[src/hdl/pph_defs.svh]
// Register offsets, field positions, reset values and timing counts.
`ifndef PPH_DEFS_SVH
`define PPH_DEFS_SVH
`define PPH_A_GEN 6'h00
`define PPH_A_ACTL 6'h04
`define PPH_A_BCTL 6'h08
`define PPH_A_DIRA 6'h0c
`define PPH_A_DIRB 6'h10
`define PPH_A_DATA 6'h14
`define PPH_A_DATB 6'h18
`define PPH_A_STAT 6'h1c
`define PPH_G_OUTEN 0
`define PPH_G_INEN 1
`define PPH_G_BIDIR 2
`define PPH_C_STAT 0
`define PPH_C_SVC 1
`define PPH_C_IRQ 2
`define PPH_C_PULSE 3
`define PPH_C_HS 4
`define PPH_C_OUT 5
`define PPH_CR_RST 8'h00
`define PPH_GEN_RST 3'h0
`define PPH_ROLE_LOW 3'h4
`define PPH_ROLE_HIGH 3'h5
`define PPH_S_ACC 0
`define PPH_S_RDY 1
`define PPH_S_STB 2
`define PPH_S_RPL 3
`define PPH_L_ACC 0
`define PPH_L_RDY 1
`define PPH_L_STB 2
`define PPH_L_RPL 3
`define PPH_OUT_DLY 2'h2
`define PPH_IN_DLY 2'h1
`define PPH_PULSE 3'h4
`endif

[src/hdl/pph_pkg.sv]
// Types shared by the parallel port handshake block.
package pph_pkg;
   typedef struct packed {
      logic cyc;
      logic stb;
      logic we;
      logic [3:0] sel;
      logic [5:0] adr;
      logic [31:0] dat;
   } pph_wb_req_t;
   typedef struct packed {
      logic [3:0] s1;
      logic [3:0] s2;
      logic [3:0] s3;
   } pph_sync_st_t;
   typedef struct packed {
      logic [1:0][15:0] mem;
      logic rp;
      logic wp;
      logic [1:0] cnt;
      logic armed;
      logic [1:0] wt;
      logic [2:0] pc;
   } pph_chan_st_t;
   typedef struct packed {
      logic [2:0] gen;
      logic [7:0] actl;
      logic [7:0] bctl;
      logic [7:0] dira;
      logic [7:0] dirb;
      logic [7:0] fola;
      logic [7:0] tmp;
      logic [7:0] inhead;
      logic acc_f;
      logic rdy_f;
      logic rpl_f;
      logic st;
      logic ack;
      logic [31:0] rdat;
      logic [7:0] pa_o;
      logic [7:0] pb_o;
      logic [7:0] pa_oe_n;
      logic [7:0] pb_oe_n;
      logic rdy_o;
      logic rdy_oe_n;
      logic rpl_o;
      logic rpl_oe_n;
      logic dma;
      logic svc;
   } pph_top_st_t;
endpackage

[src/hdl/pph_sync.sv]
// Two-stage synchroniser and rising-edge detector for the four handshake lines.
`timescale 1ns/1ps
`include "pph_defs.svh"
module pph_sync
   import pph_pkg::*;
(
   input wire logic clk_i, // Device clock.
   input wire logic rst_i, // Synchronous reset, active high.
   input wire logic [3:0] line_i, // Raw handshake line levels.
   output logic [3:0] lvl_o, // Synchronised levels.
   output logic [3:0] rise_o // One-cycle asserted-edge pulses.
);
   pph_sync_st_t q;
   pph_sync_st_t d;

   // Stage one feeds only stage two, so no logic sees a metastable value.
   always_comb begin
      d = q;
      d.s1 = line_i;
      d.s2 = q.s1;
      d.s3 = q.s2;
   end

   // State register.
   always_ff @(posedge clk_i) begin
      if (rst_i) begin
         q <= '0;
      end else begin
         q <= d;
      end
   end

   assign lvl_o = q.s2;

   // One detector per line.
   genvar g;
   generate
      for (g = 0; g < 4; g = g + 1) begin : g_edge
         assign rise_o[g] = q.s2[g] && !q.s3[g];
      end
   endgenerate
endmodule

[src/hdl/pph_chan.sv]
// Two-entry double buffer with its interlocked or pulsed handshake line.
`timescale 1ns/1ps
`include "pph_defs.svh"
module pph_chan
   import pph_pkg::*;
#(
   parameter bit OUT_DIR = 1'b1,
   parameter logic [1:0] DLY = `PPH_OUT_DLY
) (
   input wire logic clk_i, // Device clock.
   input wire logic rst_i, // Synchronous reset, active high.
   input wire logic push_i, // Host push (output direction only).
   input wire logic pop_i, // Host pop (input direction only).
   input wire logic [15:0] data_i, // Word to store.
   input wire logic edge_i, // Partner strobe edge, synchronised.
   input wire logic en_i, // Handshake pair enable.
   input wire logic pulsed_i, // Pulsed rather than interlocked.
   output logic [15:0] head_o, // Next head entry.
   output logic [1:0] cnt_o, // Next fill count.
   output logic line_o // Next handshake line level.
);
   pph_chan_st_t q;
   pph_chan_st_t d;
   logic take;
   logic psh;
   logic pop;
   logic ready;

   // A partner edge counts only while the line is armed; others are dropped.
   always_comb begin
      d = q;
      take = edge_i && q.armed && en_i;
      psh = (OUT_DIR ? push_i : take) && (q.cnt != 2'h2);
      pop = (OUT_DIR ? take : pop_i) && (q.cnt != 2'h0);
      if (psh) begin
         d.mem[q.wp] = data_i;
         d.wp = !q.wp;
      end
      if (pop) begin
         d.rp = !q.rp;
      end
      d.cnt = 2'(q.cnt + {1'b0, psh} - {1'b0, pop});
      ready = OUT_DIR ? (q.cnt != 2'h0) : (q.cnt != 2'h2);
      if (!en_i) begin
         d.armed = 1'b0;
         d.wt = 2'h0;
         d.pc = 3'h0;
      end else if (take) begin
         d.armed = 1'b0;
         d.wt = 2'h0;
      end else if (!q.armed && ready) begin
         if (q.wt == 2'(DLY - 2'h1)) begin
            d.armed = 1'b1;
            d.pc = 3'h0;
         end else begin
            d.wt = 2'(q.wt + 2'h1);
         end
      end else if (q.armed && q.pc != `PPH_PULSE) begin
         d.pc = 3'(q.pc + 3'h1);
      end
      head_o = d.mem[d.rp];
      cnt_o = d.cnt;
      line_o = d.armed && (!pulsed_i || d.pc < `PPH_PULSE);
   end

   // State register.
   always_ff @(posedge clk_i) begin
      if (rst_i) begin
         q <= '0;
      end else begin
         q <= d;
      end
   end
endmodule

[src/hdl/pph_top.sv]
// Parallel port handshake block with its classic Wishbone register slave.
// Notes on behaviour
// - Reply line control field picks status input, low, high, interlocked or pulsed.
// - Port A byte waits in a temp latch; port B write moves 16 bits.
// - DMA request asks for another word when the output path has room; in bidirectional mode, when input data waits.
// - Reply edge sets its flag; reset, write-one or pair disable clear it.
// - Interlocked output: reply asserts two cycles after a load, drops on strobe.
// - Next word loads after an acknowledge; strobes while negated are ignored.
// - Pulsed output: reply asserts like interlocked, at most four cycles.
// - In handshake roles the reply flag reads zero; pair disable negates line.
// - Strobe flag means room in a latch, or both empty when bit 0 set.
// - Ready line field picks status input or fixed output; flag kept clear as output.
// - Input-direction pins keep buffered data but never drive.
// - Every accept edge sets its flag, whatever port A bit 0 holds.
// - Bits 2 and 1 of each control register gate their service requests.
// - Bidirectional mode: port A bit I/O, port B double-buffered both ways.
// - Accept level enables port B drivers when negated, disables when asserted.
// - Port A single-buffered; reads give pin for inputs, latch for outputs.
// - Strobe edge while reply asserted captures port B data; flag shows unread data.
// - Interlocked input: reply asserts while room, drops on strobe, ignores strays.
// - Pulsed input: reply asserts like interlocked, at most four cycles.
// - Control registers clear on reset; reading them has no side effect.
//
// Design decisions made here: the address map and the Wishbone register port.
`timescale 1ns/1ps
`include "pph_defs.svh"
module pph_top
   import pph_pkg::*;
(
   input wire logic clk_i, // 25 MHz device clock.
   input wire logic rst_i, // Synchronous reset, active high.
   input wire pph_wb_req_t wb_i, // Wishbone request group.
   output logic wb_ack_o, // Wishbone acknowledge.
   output logic [31:0] wb_dat_o, // Wishbone read data.
   input wire logic [7:0] pa_i, // Port A pin levels.
   output logic [7:0] pa_o, // Port A pin drive.
   output logic [7:0] pa_oe_n_o, // Port A enable, low drives.
   input wire logic [7:0] pb_i, // Port B pin levels.
   output logic [7:0] pb_o, // Port B pin drive.
   output logic [7:0] pb_oe_n_o, // Port B enable, low drives.
   input wire logic accept_i, // Output accept input line.
   input wire logic strobe_i, // Input strobe line.
   input wire logic ready_i, // Output ready line, input side.
   output logic ready_o, // Output ready line drive.
   output logic ready_oe_n_o, // Ready line enable, low drives.
   input wire logic reply_i, // Reply line, input side.
   output logic reply_o, // Reply line drive.
   output logic reply_oe_n_o, // Reply line enable, low drives.
   output logic dma_req_o, // DMA request, active high.
   output logic svc_req_o // Service request, active high.
);
   localparam pph_top_st_t TOP_RST = '{
      pa_oe_n: 8'hff,
      pb_oe_n: 8'hff,
      rdy_oe_n: 1'b1,
      rpl_oe_n: 1'b1,
      default: '0
   };

   pph_top_st_t q;
   pph_top_st_t d;
   logic [3:0] lvl;
   logic [3:0] rise;
   logic acc;
   logic wr;
   logic rd;
   logic wr_b;
   logic bidir;
   logic nbidir;
   logic [3:0] clr;
   logic o_push;
   logic [15:0] o_data;
   logic o_edge;
   logic o_en;
   logic o_pulsed;
   logic [15:0] o_head;
   logic [1:0] o_cnt;
   logic o_line;
   logic i_pop;
   logic i_en;
   logic [15:0] i_head;
   logic [1:0] i_cnt;
   logic i_line;
   logic rpl_hs;

   // Edge detection for accept, ready, strobe and reply, in that order.
   pph_sync u_sync (
      .clk_i(clk_i),
      .rst_i(rst_i),
      .line_i({reply_i, strobe_i, ready_i, accept_i}),
      .lvl_o(lvl),
      .rise_o(rise)
   );

   // Output path: 16-bit words, or port B bytes in bidirectional mode.
   pph_chan #(.OUT_DIR(1'b1), .DLY(`PPH_OUT_DLY)) u_out (
      .clk_i(clk_i),
      .rst_i(rst_i),
      .push_i(o_push),
      .pop_i(1'b0),
      .data_i(o_data),
      .edge_i(o_edge),
      .en_i(o_en),
      .pulsed_i(o_pulsed),
      .head_o(o_head),
      .cnt_o(o_cnt),
      .line_o(o_line)
   );

   // Input path, used only in bidirectional mode.
   pph_chan #(.OUT_DIR(1'b0), .DLY(`PPH_IN_DLY)) u_in (
      .clk_i(clk_i),
      .rst_i(rst_i),
      .push_i(1'b0),
      .pop_i(i_pop),
      .data_i({8'h00, pb_i}),
      .edge_i(rise[`PPH_L_STB]),
      .en_i(i_en),
      .pulsed_i(q.bctl[`PPH_C_PULSE]),
      .head_o(i_head),
      .cnt_o(i_cnt),
      .line_o(i_line)
   );

   // Bus decode; a request is taken once, on the cycle before ack rises.
   always_comb begin
      acc = wb_i.cyc && wb_i.stb && !q.ack;
      wr = acc && wb_i.we && wb_i.sel[0];
      rd = acc && !wb_i.we;
      wr_b = wr && wb_i.adr == `PPH_A_DATB;
      bidir = q.gen[`PPH_G_BIDIR];
   end

   // Steering of both paths; the mode picks which strobe acknowledges output.
   always_comb begin
      o_push = wr_b;
      o_data = bidir ? {8'h00, wb_i.dat[7:0]} : {q.tmp, wb_i.dat[7:0]};
      o_edge = bidir ? rise[`PPH_L_ACC] : rise[`PPH_L_STB];
      o_en = bidir ? q.gen[`PPH_G_OUTEN]
                   : q.gen[`PPH_G_INEN] && q.bctl[`PPH_C_OUT] && q.bctl[`PPH_C_HS];
      o_pulsed = bidir ? q.actl[`PPH_C_PULSE] : q.bctl[`PPH_C_PULSE];
      i_pop = rd && bidir && wb_i.adr == `PPH_A_DATB;
      i_en = bidir && q.gen[`PPH_G_INEN];
   end

   // Next state: register writes first, then flags and pins from new values.
   always_comb begin
      d = q;
      d.ack = acc;
      d.rdat = 32'h0000_0000;
      clr = 4'h0;
      if (wr) begin
         case (wb_i.adr)
            `PPH_A_GEN: begin
               d.gen = wb_i.dat[2:0];
            end
            `PPH_A_ACTL: begin
               d.actl = wb_i.dat[7:0];
            end
            `PPH_A_BCTL: begin
               d.bctl = wb_i.dat[7:0];
            end
            `PPH_A_DIRA: begin
               d.dira = wb_i.dat[7:0];
            end
            `PPH_A_DIRB: begin
               d.dirb = wb_i.dat[7:0];
            end
            `PPH_A_DATA: begin
               if (bidir) begin
                  d.fola = wb_i.dat[7:0];
               end else begin
                  d.tmp = wb_i.dat[7:0];
               end
            end
            `PPH_A_STAT: begin
               clr = wb_i.dat[3:0];
            end
            default: begin
            end
         endcase
      end
      // Reads only select; only the port B input pop has an effect.
      if (rd) begin
         case (wb_i.adr)
            `PPH_A_GEN: begin
               d.rdat = {29'h0, q.gen};
            end
            `PPH_A_ACTL: begin
               d.rdat = {24'h0, q.actl};
            end
            `PPH_A_BCTL: begin
               d.rdat = {24'h0, q.bctl};
            end
            `PPH_A_DIRA: begin
               d.rdat = {24'h0, q.dira};
            end
            `PPH_A_DIRB: begin
               d.rdat = {24'h0, q.dirb};
            end
            `PPH_A_DATA: begin
               d.rdat = {24'h0, (pa_i & ~q.dira) | (q.pa_o & q.dira)};
            end
            `PPH_A_DATB: begin
               d.rdat = bidir ? {24'h0, q.inhead}
                              : {24'h0, (pb_i & ~q.dirb) | (q.pb_o & q.dirb)};
            end
            `PPH_A_STAT: begin
               d.rdat = {28'h0, q.rpl_f, q.st, q.rdy_f, q.acc_f};
            end
            default: begin
               d.rdat = 32'h0000_0000;
            end
         endcase
      end
      nbidir = !d.gen[`PPH_G_BIDIR];
      // Hardware set wins over a write-one clear in the same cycle.
      d.acc_f = rise[`PPH_L_ACC] || (q.acc_f && !clr[`PPH_S_ACC]);
      d.rdy_f = d.gen[`PPH_G_OUTEN] && nbidir && !d.actl[`PPH_C_OUT]
                && (rise[`PPH_L_RDY] || (q.rdy_f && !clr[`PPH_S_RDY]));
      d.rpl_f = d.gen[`PPH_G_INEN] && nbidir && !d.bctl[`PPH_C_OUT]
                && (rise[`PPH_L_RPL] || (q.rpl_f && !clr[`PPH_S_RPL]));
      // Strobe status follows the path that this mode uses.
      if (!nbidir) begin
         d.st = i_cnt != 2'h0;
      end else if (d.bctl[`PPH_C_STAT]) begin
         d.st = o_cnt == 2'h0;
      end else begin
         d.st = o_cnt != 2'h2;
      end
      d.inhead = i_head[7:0];
      d.dma = d.bctl[`PPH_C_SVC] && d.st;
      d.svc = (d.acc_f && d.actl[`PPH_C_SVC]) || (d.rdy_f && d.actl[`PPH_C_IRQ])
              || (d.st && d.bctl[`PPH_C_SVC]) || (d.rpl_f && d.bctl[`PPH_C_IRQ]);
      // Port pins; direction bits of port B are ignored in bidirectional mode.
      d.pa_o = nbidir ? o_head[15:8] : d.fola;
      d.pb_o = o_head[7:0];
      d.pa_oe_n = ~d.dira;
      // Relies on the peripheral asserting accept before it drives port B.
      d.pb_oe_n = nbidir ? ~d.dirb : {8{lvl[`PPH_L_ACC]}};
      // Ready line role.
      if (!nbidir) begin
         d.rdy_o = o_line;
         d.rdy_oe_n = 1'b0;
      end else if (d.actl[`PPH_C_OUT]) begin
         d.rdy_o = d.actl[`PPH_C_PULSE];
         d.rdy_oe_n = 1'b0;
      end else begin
         d.rdy_o = 1'b0;
         d.rdy_oe_n = 1'b1;
      end
      // Reply line role.
      if (!nbidir) begin
         d.rpl_o = i_line;
         d.rpl_oe_n = 1'b0;
      end else if (!d.bctl[`PPH_C_OUT]) begin
         d.rpl_o = 1'b0;
         d.rpl_oe_n = 1'b1;
      end else if (d.bctl[`PPH_C_HS]) begin
         d.rpl_o = o_line;
         d.rpl_oe_n = 1'b0;
      end else begin
         d.rpl_o = d.bctl[`PPH_C_PULSE];
         d.rpl_oe_n = 1'b0;
      end
   end

   // State register; control fields clear on reset and pins float.
   always_ff @(posedge clk_i) begin
      if (rst_i) begin
         q <= TOP_RST;
      end else begin
         q <= d;
      end
   end

   assign wb_ack_o = q.ack;
   assign wb_dat_o = q.rdat;
   assign pa_o = q.pa_o;
   assign pa_oe_n_o = q.pa_oe_n;
   assign pb_o = q.pb_o;
   assign pb_oe_n_o = q.pb_oe_n;
   assign ready_o = q.rdy_o;
   assign ready_oe_n_o = q.rdy_oe_n;
   assign reply_o = q.rpl_o;
   assign reply_oe_n_o = q.rpl_oe_n;
   assign dma_req_o = q.dma;
   assign svc_req_o = q.svc;

   assign rpl_hs = bidir || (q.bctl[`PPH_C_OUT] && q.bctl[`PPH_C_HS]);
endmodule

[config.mk]
export PLATFORM = sky130hd
export DESIGN_NAME = pph_top
export DESIGN_NICKNAME = d
export VERILOG_FILES = /design/src/hdl/pph_pkg.sv /design/src/hdl/pph_sync.sv /design/src/hdl/pph_chan.sv /design/src/hdl/pph_top.sv
export VERILOG_INCLUDE_DIRS = /design/src /design/src/hdl
export SDC_FILE = /design/constraint.sdc
export NUM_CORES = 1
export LEC_CHECK = 0
export BUFFER_PORTS_ARGS = -buffer_cell sky130_fd_sc_hd__buf_2
export CAP_MARGIN = 30
export CORE_ASPECT_RATIO = 0.5
export CORE_MARGIN = 3
export CORE_UTILIZATION = 60
export DETAILED_ROUTE_END_ITERATION = 6
export PLACE_DENSITY_LB_ADDON = 0.15
export SYNTH_ARGS = -nofsm -noshare
export SYNTH_HDL_FRONTEND = slang
export SYNTH_SLANG_ARGS = --single-unit
[constraint.sdc]
create_clock -name clk_i -period 5.6 [get_ports clk_i]
set_input_delay 0.84 -clock clk_i [delete_from_list [all_inputs] [get_ports clk_i]]
set_output_delay 0.84 -clock clk_i [all_outputs]
set_load 0.03 [all_outputs]
==> flow_summary.toml, run 1 <==
[sta]
finalSetupViolations = 0
fin_tns_setup_ns = 0
fmax_ghz = 0.278
finalCriticalPeriod_ns = 3.59
tightest_slew_ns = 0.972
maxSlewViolCount = 0
slew-limit-headroom_pct = 35.2
finalHoldViolCount = 0
period_share_pct = 64.2
holdWs_ns = 0.439
final.setup_skew_ns = 0.0100
grt_setup_unrepaired = "false"

[synthesis]
synthMuxAreaShare_pct = 13.9
synth_edf_count = 0
synthArstFlopShare_pct = 0
synth_fa_ha_area_share_pct = 1.53
ys.flop_type = "dfxtp_1"
synth-xor-area-share_pct = 0.967
syn-instance-count = 840
syn-cell-area_um2 = 8150
synth_seq_cells = 190
synth_compound_area_share_pct = 10.1
synth-simple-area-share_pct = 17.3
synth_cell_types = 57
seq_area_frac_synth_pct = 46.6
yosys_warnings = 0
postSynthAreaPerCell_um2 = 9.71
synth_top_family_by_area = "simple AND/OR/NAND/NOR gates"

[global_routing]
overflow = 0
grt_use_total_pct = 26.1
grt_pass1_wl_mm = 30.2
grt_pass1_vias = 5584
grt_max_degree = 89
antenna_found_initial = 0

[final_layout]
diodes = 0
finalNonFillerCells = 1052
drive_above_1_share_pct = 20.0
post-route-cell-area_um2 = 8890
nNetsFinal = 946
syn_to_final_growth_pct = 8.99

[worst_setup_path]
cp_slowest_cell = "a221oi_1"
path_cells = "buf_4, nand4b_1, a221oi_1, ha_1, inv_1, ha_1, xor2_1, xnor2_1, nor2_1, o31ai_1, nand3_1, o311ai_1"
r2r_end = "svc_req_o"
cp_num_buf_inv = 2
cpMostUsedCell = "ha_1"
arrival_ns = 3.90
end_kind = "flip-flop"
reg2reg_depth = 12
worst-path-max-fanout = 36
path_delay_family = "compound AO/OA/AOI/OAI gates"
start_kind = "flip-flop"
required_ns = 5.91
regToRegSetupSlack_ns = 2.01
path_class = "reg -> reg"
cp_slowest_stage_delay_ns = 0.85
r2r-start = "bidir"

[routing]
vias = 6089
drc = 15
drt_pass1_iterations = 7
detail-route-antenna-nets = 0
drtIter0Drc = 635
drt_wl_total_mm = 19.6
routed_via_density = 5.79
wl_per_cell_um = 18.7

[die]
std_cell_rows = 29
core-area_um2 = 13000
start_util_pct = 62.9
pin_count = 138
fp.dieArea_um2 = 15100
dieHeight_um = 88.4
die_w_um = 171

[min_path]
hold_end = "u_sync.lvl_o[1]"
hold_class = "reg -> reg"
whs_path_depth = 1
holdCritStartpoint = "u_sync.d[5]"

[clock_network]
h-tree-depth = 4
ctsResizeCount = 0
cts.sinks = 190
cts_buffers = 17
cts_max_path_buffers = 2
clk_latency_ns = 0.43
cts_tree = "yes"
hold_buffers = 0
clk_pin_slew_worst_paths_ns = 0.07
clock-root-buffer = "clkbuf_16"
post-cts-setup-buffer-count = 0

[run_status]
status = "finished with violations"
failed_checks = "design-rule violations"

[power_and_ir_drop]
p_leak_nw = 3.53
total_power_mw = 2.69
vdd_ir_drop_max_uv = 221
p_per_area_nw_per_um2 = 302

[placed_design]
gp_congestion = 0.920
dpl-instance-area_um2 = 8280
port_buffers = 86
dp_hpwl_mm = 13.5
dp.cells = 1020

[job]
drv_cap = 0
[state kept, by name, indices dropped and copies added, names as in the netlist, 4 cells and up]
register      count
pb_oe_n_o         8
pa_oe_n_o         8
u_out.q          42
pa_o              8
u_sync.q          4
q                62
u_sync.d          4
u_sync.lvl_o      4
wb_dat_o          8
u_in.q           26
pb_o              8
[metal layers]
layer / vias to the layer above / global-route usage, % / share of wire [%]
met5: - / 0 / 0
li1: 2865 / - / -
met1: 2938 / 36.3 / 46
met3: 31 / 5.13 / 7.1
met4: 0 / 8.47 / 1.6
met2: 255 / 41.7 / 46
[kinds of logic (layout without fill, tap and decap cells)]
family / Yosys count / count (layout)
DFF: 190 / 190
other: 1 / 24
muxes: 110 / 110
adders and majority gates: 10 / 10
and+or+nand+nor: 269 / 269
buffers and inverters: 130 / 149
AOI/OAI and AO/OA: 121 / 121
xor gates and xnor gates: 9 / 9
[through the flow]
step / worst slack [ns] / utilization (%)
floorplan: 2.39 / -
finish: 2.01 / 68.6
global route: 1.72 / 68.6
detailed placement: 1.75 / 63.9
CTS: 2.12 / 68.6
global placement: 1.73 / 63.7
[layout by cell type (no fill, tap or decap), types with 5 or more instances in the layout]
| cell | instances |
|---|---|
| o22ai_1 | 8 |
| dfxtp_1 | 190 |
| buf_2 | 85 |
| xnor2_1 | 7 |
| nand2b_1 | 10 |
| a2bb2oi_1 | 8 |
| nor2_1 | 104 |
| ha_1 | 10 |
| nand2_1 | 45 |
| buf_4 | 5 |
| mux2_2 | 29 |
| nor3_1 | 5 |
| o21ai_0 | 28 |
| nand3_1 | 6 |
| a22oi_1 | 5 |
| conb_1 | 24 |
| mux2i_1 | 81 |
| a211oi_1 | 17 |
| inv_1 | 25 |
| or2_2 | 11 |
| nor2b_1 | 56 |
| a21oi_1 | 22 |
| a222oi_1 | 10 |
| clkbuf_16 | 17 |
[cells in the mapped netlist, types with 8 or more instances]
| cell type | instances | area [um2] |
|---|---|---|
| o22ai_1 | 8 | 50.1 |
| mux2_2 | 29 | 327 |
| dfxtp_1 | 190 | 3800 |
| or2_2 | 11 | 68.8 |
| clkbuf_1 | 26 | 97.6 |
| buf_4 | 66 | 495 |
| a2bb2oi_1 | 8 | 70.1 |
| nor2_1 | 104 | 390 |
| a21oi_1 | 22 | 110 |
| a211oi_1 | 17 | 128 |
| mux2i_1 | 81 | 811 |
| o21ai_0 | 28 | 140 |
| inv_1 | 25 | 93.8 |
| nor2b_1 | 56 | 350 |
| nand2_1 | 45 | 169 |
| nand2b_1 | 10 | 62.6 |
| ha_1 | 10 | 125 |
| a222oi_1 | 10 | 100 |
[worst max path at each step]
| stage | cells past startpoint | to | slack [ns] | start |
|---|---|---|---|---|
| finish | 12 | svc_req_o | 2.01 | bidir |
| global route | 12 | svc_req_o | 1.72 | bidir |
| CTS | 12 | svc_req_o | 2.12 | bidir |
| detailed placement | 7 | pa_o[7] | 1.75 | wb_i[33] |
| global placement | 7 | pa_o[7] | 1.73 | wb_i[33] |
| floorplan | 11 | svc_req_o | 2.39 | wb_i[33] |
[where the power goes]
| group | total [mW] | internal (mW) | leakage (nW) | switching [mW] |
|---|---|---|---|---|
| registers | 1.36 | 1.35 | 1.53 | 0.00236 |
| clock network | 1.23 | 0.652 | 0.296 | 0.582 |
| logic | 0.0956 | 0.0217 | 1.70 | 0.0739 |
| total | 2.69 | 2.03 | 3.53 | 0.658 |
[final cells by class]
class | instances | area (um2)
multi-input cells | 543 | 3680
repair buffers | 92 | 489
fillers | 1067 | 4070
clock buffers | 18 | 439
well taps | 170 | 213
inverters | 25 | 93.8
flip-flops and latches | 190 | 3800
clock inverters | 14 | 173
Power figures use the tool's default switching activity.
==> inputs of run 2 (changes only) <==
--- a/config.mk
+++ b/config.mk
@@ -6,11 +6,12 @@
 export SDC_FILE = /design/constraint.sdc
 export NUM_CORES = 1
 export LEC_CHECK = 0
+export ABC_AREA = 1
 export BUFFER_PORTS_ARGS = -buffer_cell sky130_fd_sc_hd__buf_2
 export CAP_MARGIN = 30
 export CORE_ASPECT_RATIO = 0.5
 export CORE_MARGIN = 3
-export CORE_UTILIZATION = 60
+export CORE_UTILIZATION = 52
 export DETAILED_ROUTE_END_ITERATION = 6
 export PLACE_DENSITY_LB_ADDON = 0.15
 export SYNTH_ARGS = -nofsm -noshare
==> constraint.sdc (replaced) <==
create_clock -name clk_i -period 2.9 [get_ports clk_i]
set_input_delay 0.435 -clock clk_i [delete_from_list [all_inputs] [get_ports clk_i]]
set_output_delay 0.435 -clock clk_i [all_outputs]
set_load 0.03 [all_outputs]
==> run 2 against run 1 <==
- the run now ends clean
- via count increased by 28%
- utilization shrank 9.9 points
- register-to-register slack got worse by 1.5 ns
- worst hold slack got worse by 0.25 ns
- synthesized cell count up 49%
- fmax increased by 48%
- first-iteration DRC count up 8.0%
- routed wire length is 18% higher
- critical endpoint unchanged
==> flow_summary.toml, run 2 <==
[run_status]
status = "completed"

[synthesis]
synth_common_cells = "nand2_1 (258), dfxtp_1 (190), inv_1 (181)"
post-synth-top-area-cell = "dfxtp_1"
ys.flop_type = "dfxtp_1"
synth_most_common_cell = "nand2_1"
synth_top_area_share_pct = 42.4
postSynthAreaPerCell_um2 = 7.18
yosys_warnings = 0
syn-cell-area_um2 = 8970
yosys-top-cells-area = "dfxtp_1 (42%), nand2_1 (11%), inv_1 (7.6%), nor2_1 (6.2%), buf_4 (5.7%)"
seq_area_frac_synth_pct = 42.4
syn-instance-count = 1249
synthArstFlopShare_pct = 0
synth_cell_types = 48
synth_edf_count = 0
synth_seq_cells = 190

[worst_setup_path]
arrival_ns = 2.77
reg2reg_depth = 14
cp-endpoint = "svc_req_o"
regToRegSetupSlack_ns = 0.48
end_kind = "flip-flop"
required_ns = 3.24
r2r-start = "bidir"
r2r_end = "svc_req_o"
path_class = "reg -> reg"
worst-path-max-fanout = 28
startpoint = "bidir"
start_kind = "flip-flop"

[routing]
drt_pass1_iterations = 5
drc = 0
detail-route-antenna-nets = 0
vias = 7788
wl_per_cell_um = 15.1
drtIter0Drc = 686
drt_wl_total_mm = 23.2
routed_via_density = 5.09

[die]
dieHeight_um = 98.9
fp.dieArea_um2 = 19000
die_w_um = 192
start_util_pct = 53.9
std_cell_rows = 33
pin_count = 138
core-area_um2 = 16600

[final_layout]
largest_reg_flops = 62
layout_common_cells = "nand2_1 (258), dfxtp_1 (190), inv_1 (181), nor2_1 (148), buf_2 (86)"
reg.largest.list = "q: 62 flops, u_out.q: 42 flops, u_in.q: 26 flops"
n_fill_cell = 1578
drive_above_1_share_pct = 18.2
regArea_um2 = 3800
finalNonFillerCells = 1531
final_common_cell = "nand2_1"
syn_to_final_growth_pct = 8.95
diodes = 0
multiInputGateArea_um2 = 3760
post-route-cell-area_um2 = 9770
nNetsFinal = 1368
regMostFlops = "q"

[clock_network]
clk_latency_ns = 0.44
h-tree-depth = 4
cts_buffers = 17
post-cts-setup-buffer-count = 0
hold_buffers = 0
ctsResizeCount = 0
clk_pin_slew_worst_paths_ns = 0.08
cts.sinks = 190
cts_max_path_buffers = 2
clock-root-buffer = "clkbuf_16"
cts_tree = "yes"

[sta]
finalWorstSetupSlack_ns = 0.478
slew-limit-headroom_pct = 59.6
final.setup_skew_ns = 0.0158
finalCriticalPeriod_ns = 2.42
period_share_pct = 83.5
grt_setup_unrepaired = "false"
tightest_slew_ns = 0.607
finalSetupViolations = 0
maxSlewViolCount = 0
fin_tns_setup_ns = 0
fmax_ghz = 0.413
finalHoldViolCount = 0

[global_routing]
grt_use_total_pct = 25.2
grt_pass1_vias = 7086
antenna_found_initial = 0
overflow = 0
grt_max_degree = 47
grt_pass1_wl_mm = 37.1

[placed_design]
dpl-instance-area_um2 = 9180
dp.cells = 1499
dp_hpwl_mm = 16.8
gp_congestion = 0.892
port_buffers = 86
post-place-ws_ns = 0.316

[min_path]
hold_class = "in -> reg"
holdCritStartpoint = "ready_i"

[power_and_ir_drop]
p_leak_nw = 4.42
p_per_area_nw_per_um2 = 529
vdd_ir_drop_max_uv = 412

[job]
drv_cap = 0
run 2: routing by layer:
| layer | track usage, % | vias to the layer above | wire [um] |
|---|---|---|---|
| met1 | 37.1 | 3617 | 11000 |
| li1 | - | 3857 | - |
| met2 | 38.2 | 289 | 9910 |
| met5 | 0 | - | 0 |
| met4 | 6.76 | 0 | 285 |
| met3 | 4.16 | 25 | 2010 |
run 2: area by class of cell:
class / instances / area share [%]
tap: 227 / 2.91
inverter: 215 / 8.36
clock buffer: 17 / 4.35
timing repair buffer: 98 / 5.33
multi-input combinational: 769 / 38.4
clock inverter: 15 / 1.70
sequential: 190 / 38.9
run 2: logic make-up after synthesis:
kind of cell,Yosys count,synth area share [%]
AOI/OAI and AO/OA,204,12.6
xor gates and xnor gates,6,0.795
adders and majority gates,10,1.39
buffers and inverters,313,16.7
DFF,190,42.4
other,1,0.0418
and+or+nand+nor,525,26.1
run 2: worst max-delay path, cell delays in order (launching register included):
cell     delay [ns]
dfxtp_1        0.34
inv_4          0.29
o21ai_2        0.15
nand3_1        0.19
nor2_2         0.07
nand2_2        0.14
inv_1          0.06
ha_1           0.27
inv_1          0.04
ha_1           0.20
xor2_1         0.18
a21oi_1        0.14
nand2_1        0.09
nand3_1        0.11
nand2_1        0.06
run 2: worst min path at each step:
stage | end | slack [ns] | cells past startpoint
2_1_floorplan | u_sync.lvl_o[0] | 0.39 | 2
3_5_place_dp | u_sync.lvl_o[2] | 0.40 | 2
5_1_grt | u_sync.d[4] | 0.19 | 3
4_1_cts | u_sync.d[4] | 0.19 | 3
6_report | u_sync.d[5] | 0.19 | 3
3_3_place_gp | u_sync.lvl_o[3] | 0.39 | 2
run 2: per-stage QoR:
stage / power [mW] / hold WS (ns) / utilization, %
after global routing: 5.34 / 0.191 / 58.7
after detailed placement: 2.89 / 0.399 / 55.2
after floorplan: 2.83 / 0.388 / -
final: 5.17 / 0.191 / 58.7
after CTS: 5.19 / 0.186 / 58.7
after global placement: 2.89 / 0.389 / 55.2
run 2: report_power, final:
group	switching [mW]	internal, mW	total (mW)
Sequential	0.00352	2.62	2.62
Combinational	0.168	0.0452	0.213
Clock	1.18	1.16	2.34
==> inputs of run 3 (changes only) <==
--- a/config.mk
+++ b/config.mk
@@ -11,7 +11,7 @@
 export CAP_MARGIN = 30
 export CORE_ASPECT_RATIO = 0.5
 export CORE_MARGIN = 3
-export CORE_UTILIZATION = 52
+export CORE_UTILIZATION = 57
 export DETAILED_ROUTE_END_ITERATION = 6
 export PLACE_DENSITY_LB_ADDON = 0.15
 export SYNTH_ARGS = -nofsm -noshare
==> constraint.sdc (replaced) <==
create_clock -name clk_i -period 2.3 [get_ports clk_i]
set_input_delay 0.345 -clock clk_i [delete_from_list [all_inputs] [get_ports clk_i]]
set_output_delay 0.345 -clock clk_i [all_outputs]
set_load 0.03 [all_outputs]
==> run 3 against run 2 <==
- power grew 26%
- sequential power grew 26%
- setup slack lost 0.35 ns
- cell count down 0.52%
- global-route usage grew 3.0 points
- worst hold slack got worse by 0.080 ns
- utilization is 7.7 points higher
==> flow_summary.toml, run 3 (synthesis results as in run 2) <==
[routing]
detail-route-antenna-nets = 0
drc = 0
wl_per_cell_um = 15.7
drt_pass1_iterations = 5
routed_via_density = 5.16
vias = 7863
drtIter0Drc = 826
drt_wl_total_mm = 23.9

[power_and_ir_drop]
p_clk_share_pct = 45.0
p_sw_share_pct = 24.8
p_per_area_nw_per_um2 = 656
seqPwrFrac_pct = 50.7
p_leak_nw = 4.54
combPwrFrac_pct = 4.3
power.internal_mw = 4.90
p_switching_mw = 1.62
vdd_ir_drop_max_uv = 499
total_power_mw = 6.51

[worst_setup_path]
start_kind = "flip-flop"
cp_num_buf_inv = 3
reg2reg_depth = 14
end_kind = "flip-flop"
arrival_ns = 2.55
path_class = "reg -> reg"
cp_slowest_stage_delay_ns = 0.34
cp-endpoint = "svc_req_o"
cpMostUsedCell = "inv_1"
regToRegSetupSlack_ns = 0.13
crit_cells = 14
r2r-start = "u_sync.lvl_o[0]"
startpoint = "u_sync.lvl_o[0]"
r2r_end = "svc_req_o"
cp_slowest_cell = "dfxtp_1"
required_ns = 2.68
worst-path-max-fanout = 3
path_cells = "inv_1, o21ai_1, nand3_2, nor2_2, nand2_2, inv_1, ha_1, inv_1, ha_1, xor2_1, a21oi_1, nand2_1, nand3_1, nand2_1"
path_delay_family = "simple AND/OR/NAND/NOR gates"

[final_layout]
drive_above_1_share_pct = 19.7
diodes = 0
largest_reg_flops = 62
regMostFlops = "q"
layout_common_cells = "nand2_1 (258), dfxtp_1 (189), inv_1 (181), nor2_1 (147), buf_2 (86)"
fin_util_pct = 66.5
reg.largest.list = "q: 62 flops, u_out.q: 42 flops, u_in.q: 26 flops"
syn_to_final_growth_pct = 10.6
post-route-cell-area_um2 = 9930
nNetsFinal = 1389
final_common_cell = "nand2_1"

[clock_network]
cts_tree = "yes"
cts_buffers = 17
clk_pin_slew_worst_paths_ns = 0.08
clock-root-buffer = "clkbuf_16"
h-tree-depth = 4
cts.sinks = 190
hold_buffers = 0
clk_latency_ns = 0.43
cts_max_path_buffers = 2

[sta]
final.setup_skew_ns = 0.0124
fmax_ghz = 0.460
maxSlewViolCount = 0
fin_tns_setup_ns = 0
period_share_pct = 94.5
finalSetupViolations = 0
tightest_slew_ns = 0.502
slew-limit-headroom_pct = 66.4
finalCriticalPeriod_ns = 2.17
holdWs_ns = 0.111
finalHoldViolCount = 0

[job]
drv_cap = 0

[die]
std_cell_rows = 31
fp.dieArea_um2 = 17400
pin_count = 138
die_w_um = 183
start_util_pct = 60.1
core-area_um2 = 14900
dieHeight_um = 94.7

[global_routing]
grt_pass1_wl_mm = 38.0
grt_max_degree = 83
grt_pass1_vias = 7248
grt_use_total_pct = 28.2
antenna_found_initial = 0
use_met1_pct = 39.3
overflow = 0
grt_util_met2_pct = 44.3
gr-max-usage-layer = "met2"
grt_util_met3_pct = 6.16

[placed_design]
dp_hpwl_mm = 17.3
dpl-instance-area_um2 = 9330
port_buffers = 86
gp_congestion = 0.936

[run_status]
status = "completed"

[min_path]
hold_class = "in -> reg"
-- run 3: cell count changes in the layout (fill, tap and decap cells not counted), sizes merged --
cell / before / now
clkinvlp: 2 / 0
buf: 98 / 119
bufinv: 0 / 1
inv: 217 / 219
clkinv: 11 / 10
-- run 3: tightest hold or removal path, delay by kind of cell --
kind / cells / cell delay, ns
buffers and inverters: 2 / 0.11
AND/OR/NAND/NOR: 1 / 0.06
-- run 3: what timing repair did --
item	4_1_cts	5_1_grt
gates resized for setup	0	4
endpoints found under the setup margin	0	3
setup buffers	0	1
-- run 3: power by group through the flow --
stage	Combinational (mW)	Sequential (mW)	Clock (mW)
floorplan	0.186	3.38	0
global route	0.302	3.30	3.12
global placement	0.271	3.38	0
CTS	0.275	3.30	2.97
finish	0.282	3.30	2.93
detailed placement	0.274	3.38	0
-- run 3: stage by stage --
step	std cells	worst slack (ns)
final	1523	0.126
after global routing	1523	-0.0229
after CTS	1522	0.112
after detailed placement	1490	0.0431
after global placement	1490	0.0944
after floorplan	1272	0.277
-- run 3: cell type report --
cell class                      count  area [um2]
Clock buffer                       17         425
Clock inverter                     15         150
Fill cell                        1310        5010
Inverter                          215         817
Multi-Input combinational cell    769        3760
Sequential cell                   190        3800
Tap cell                          198         248
Timing Repair Buffer              119         716
-- run 3: worst min path at each step --
stage / startpoint / end / slack (ns) / cells past startpoint
after floorplan: u_sync.d[4] / u_sync.lvl_o[0] / 0.39 / 2
after global placement: u_sync.d[7] / u_sync.lvl_o[3] / 0.39 / 2
after detailed placement: u_sync.d[6] / u_sync.lvl_o[2] / 0.40 / 2
after CTS: reply_i / u_sync.d[7] / 0.10 / 3
after global routing: accept_i / u_sync.d[4] / 0.12 / 3
final: reply_i / u_sync.d[7] / 0.11 / 3
-- run 3: per-layer routing --
metal  share of wire [%]  vias to the layer above  wire length [um]
met4                 1.6                        0               391
li1                    -                     3901                 -
met1                  47                     3620             11100
met5                   0                        -                 0
met2                  43                      308             10200
met3                 8.9                       34              2120
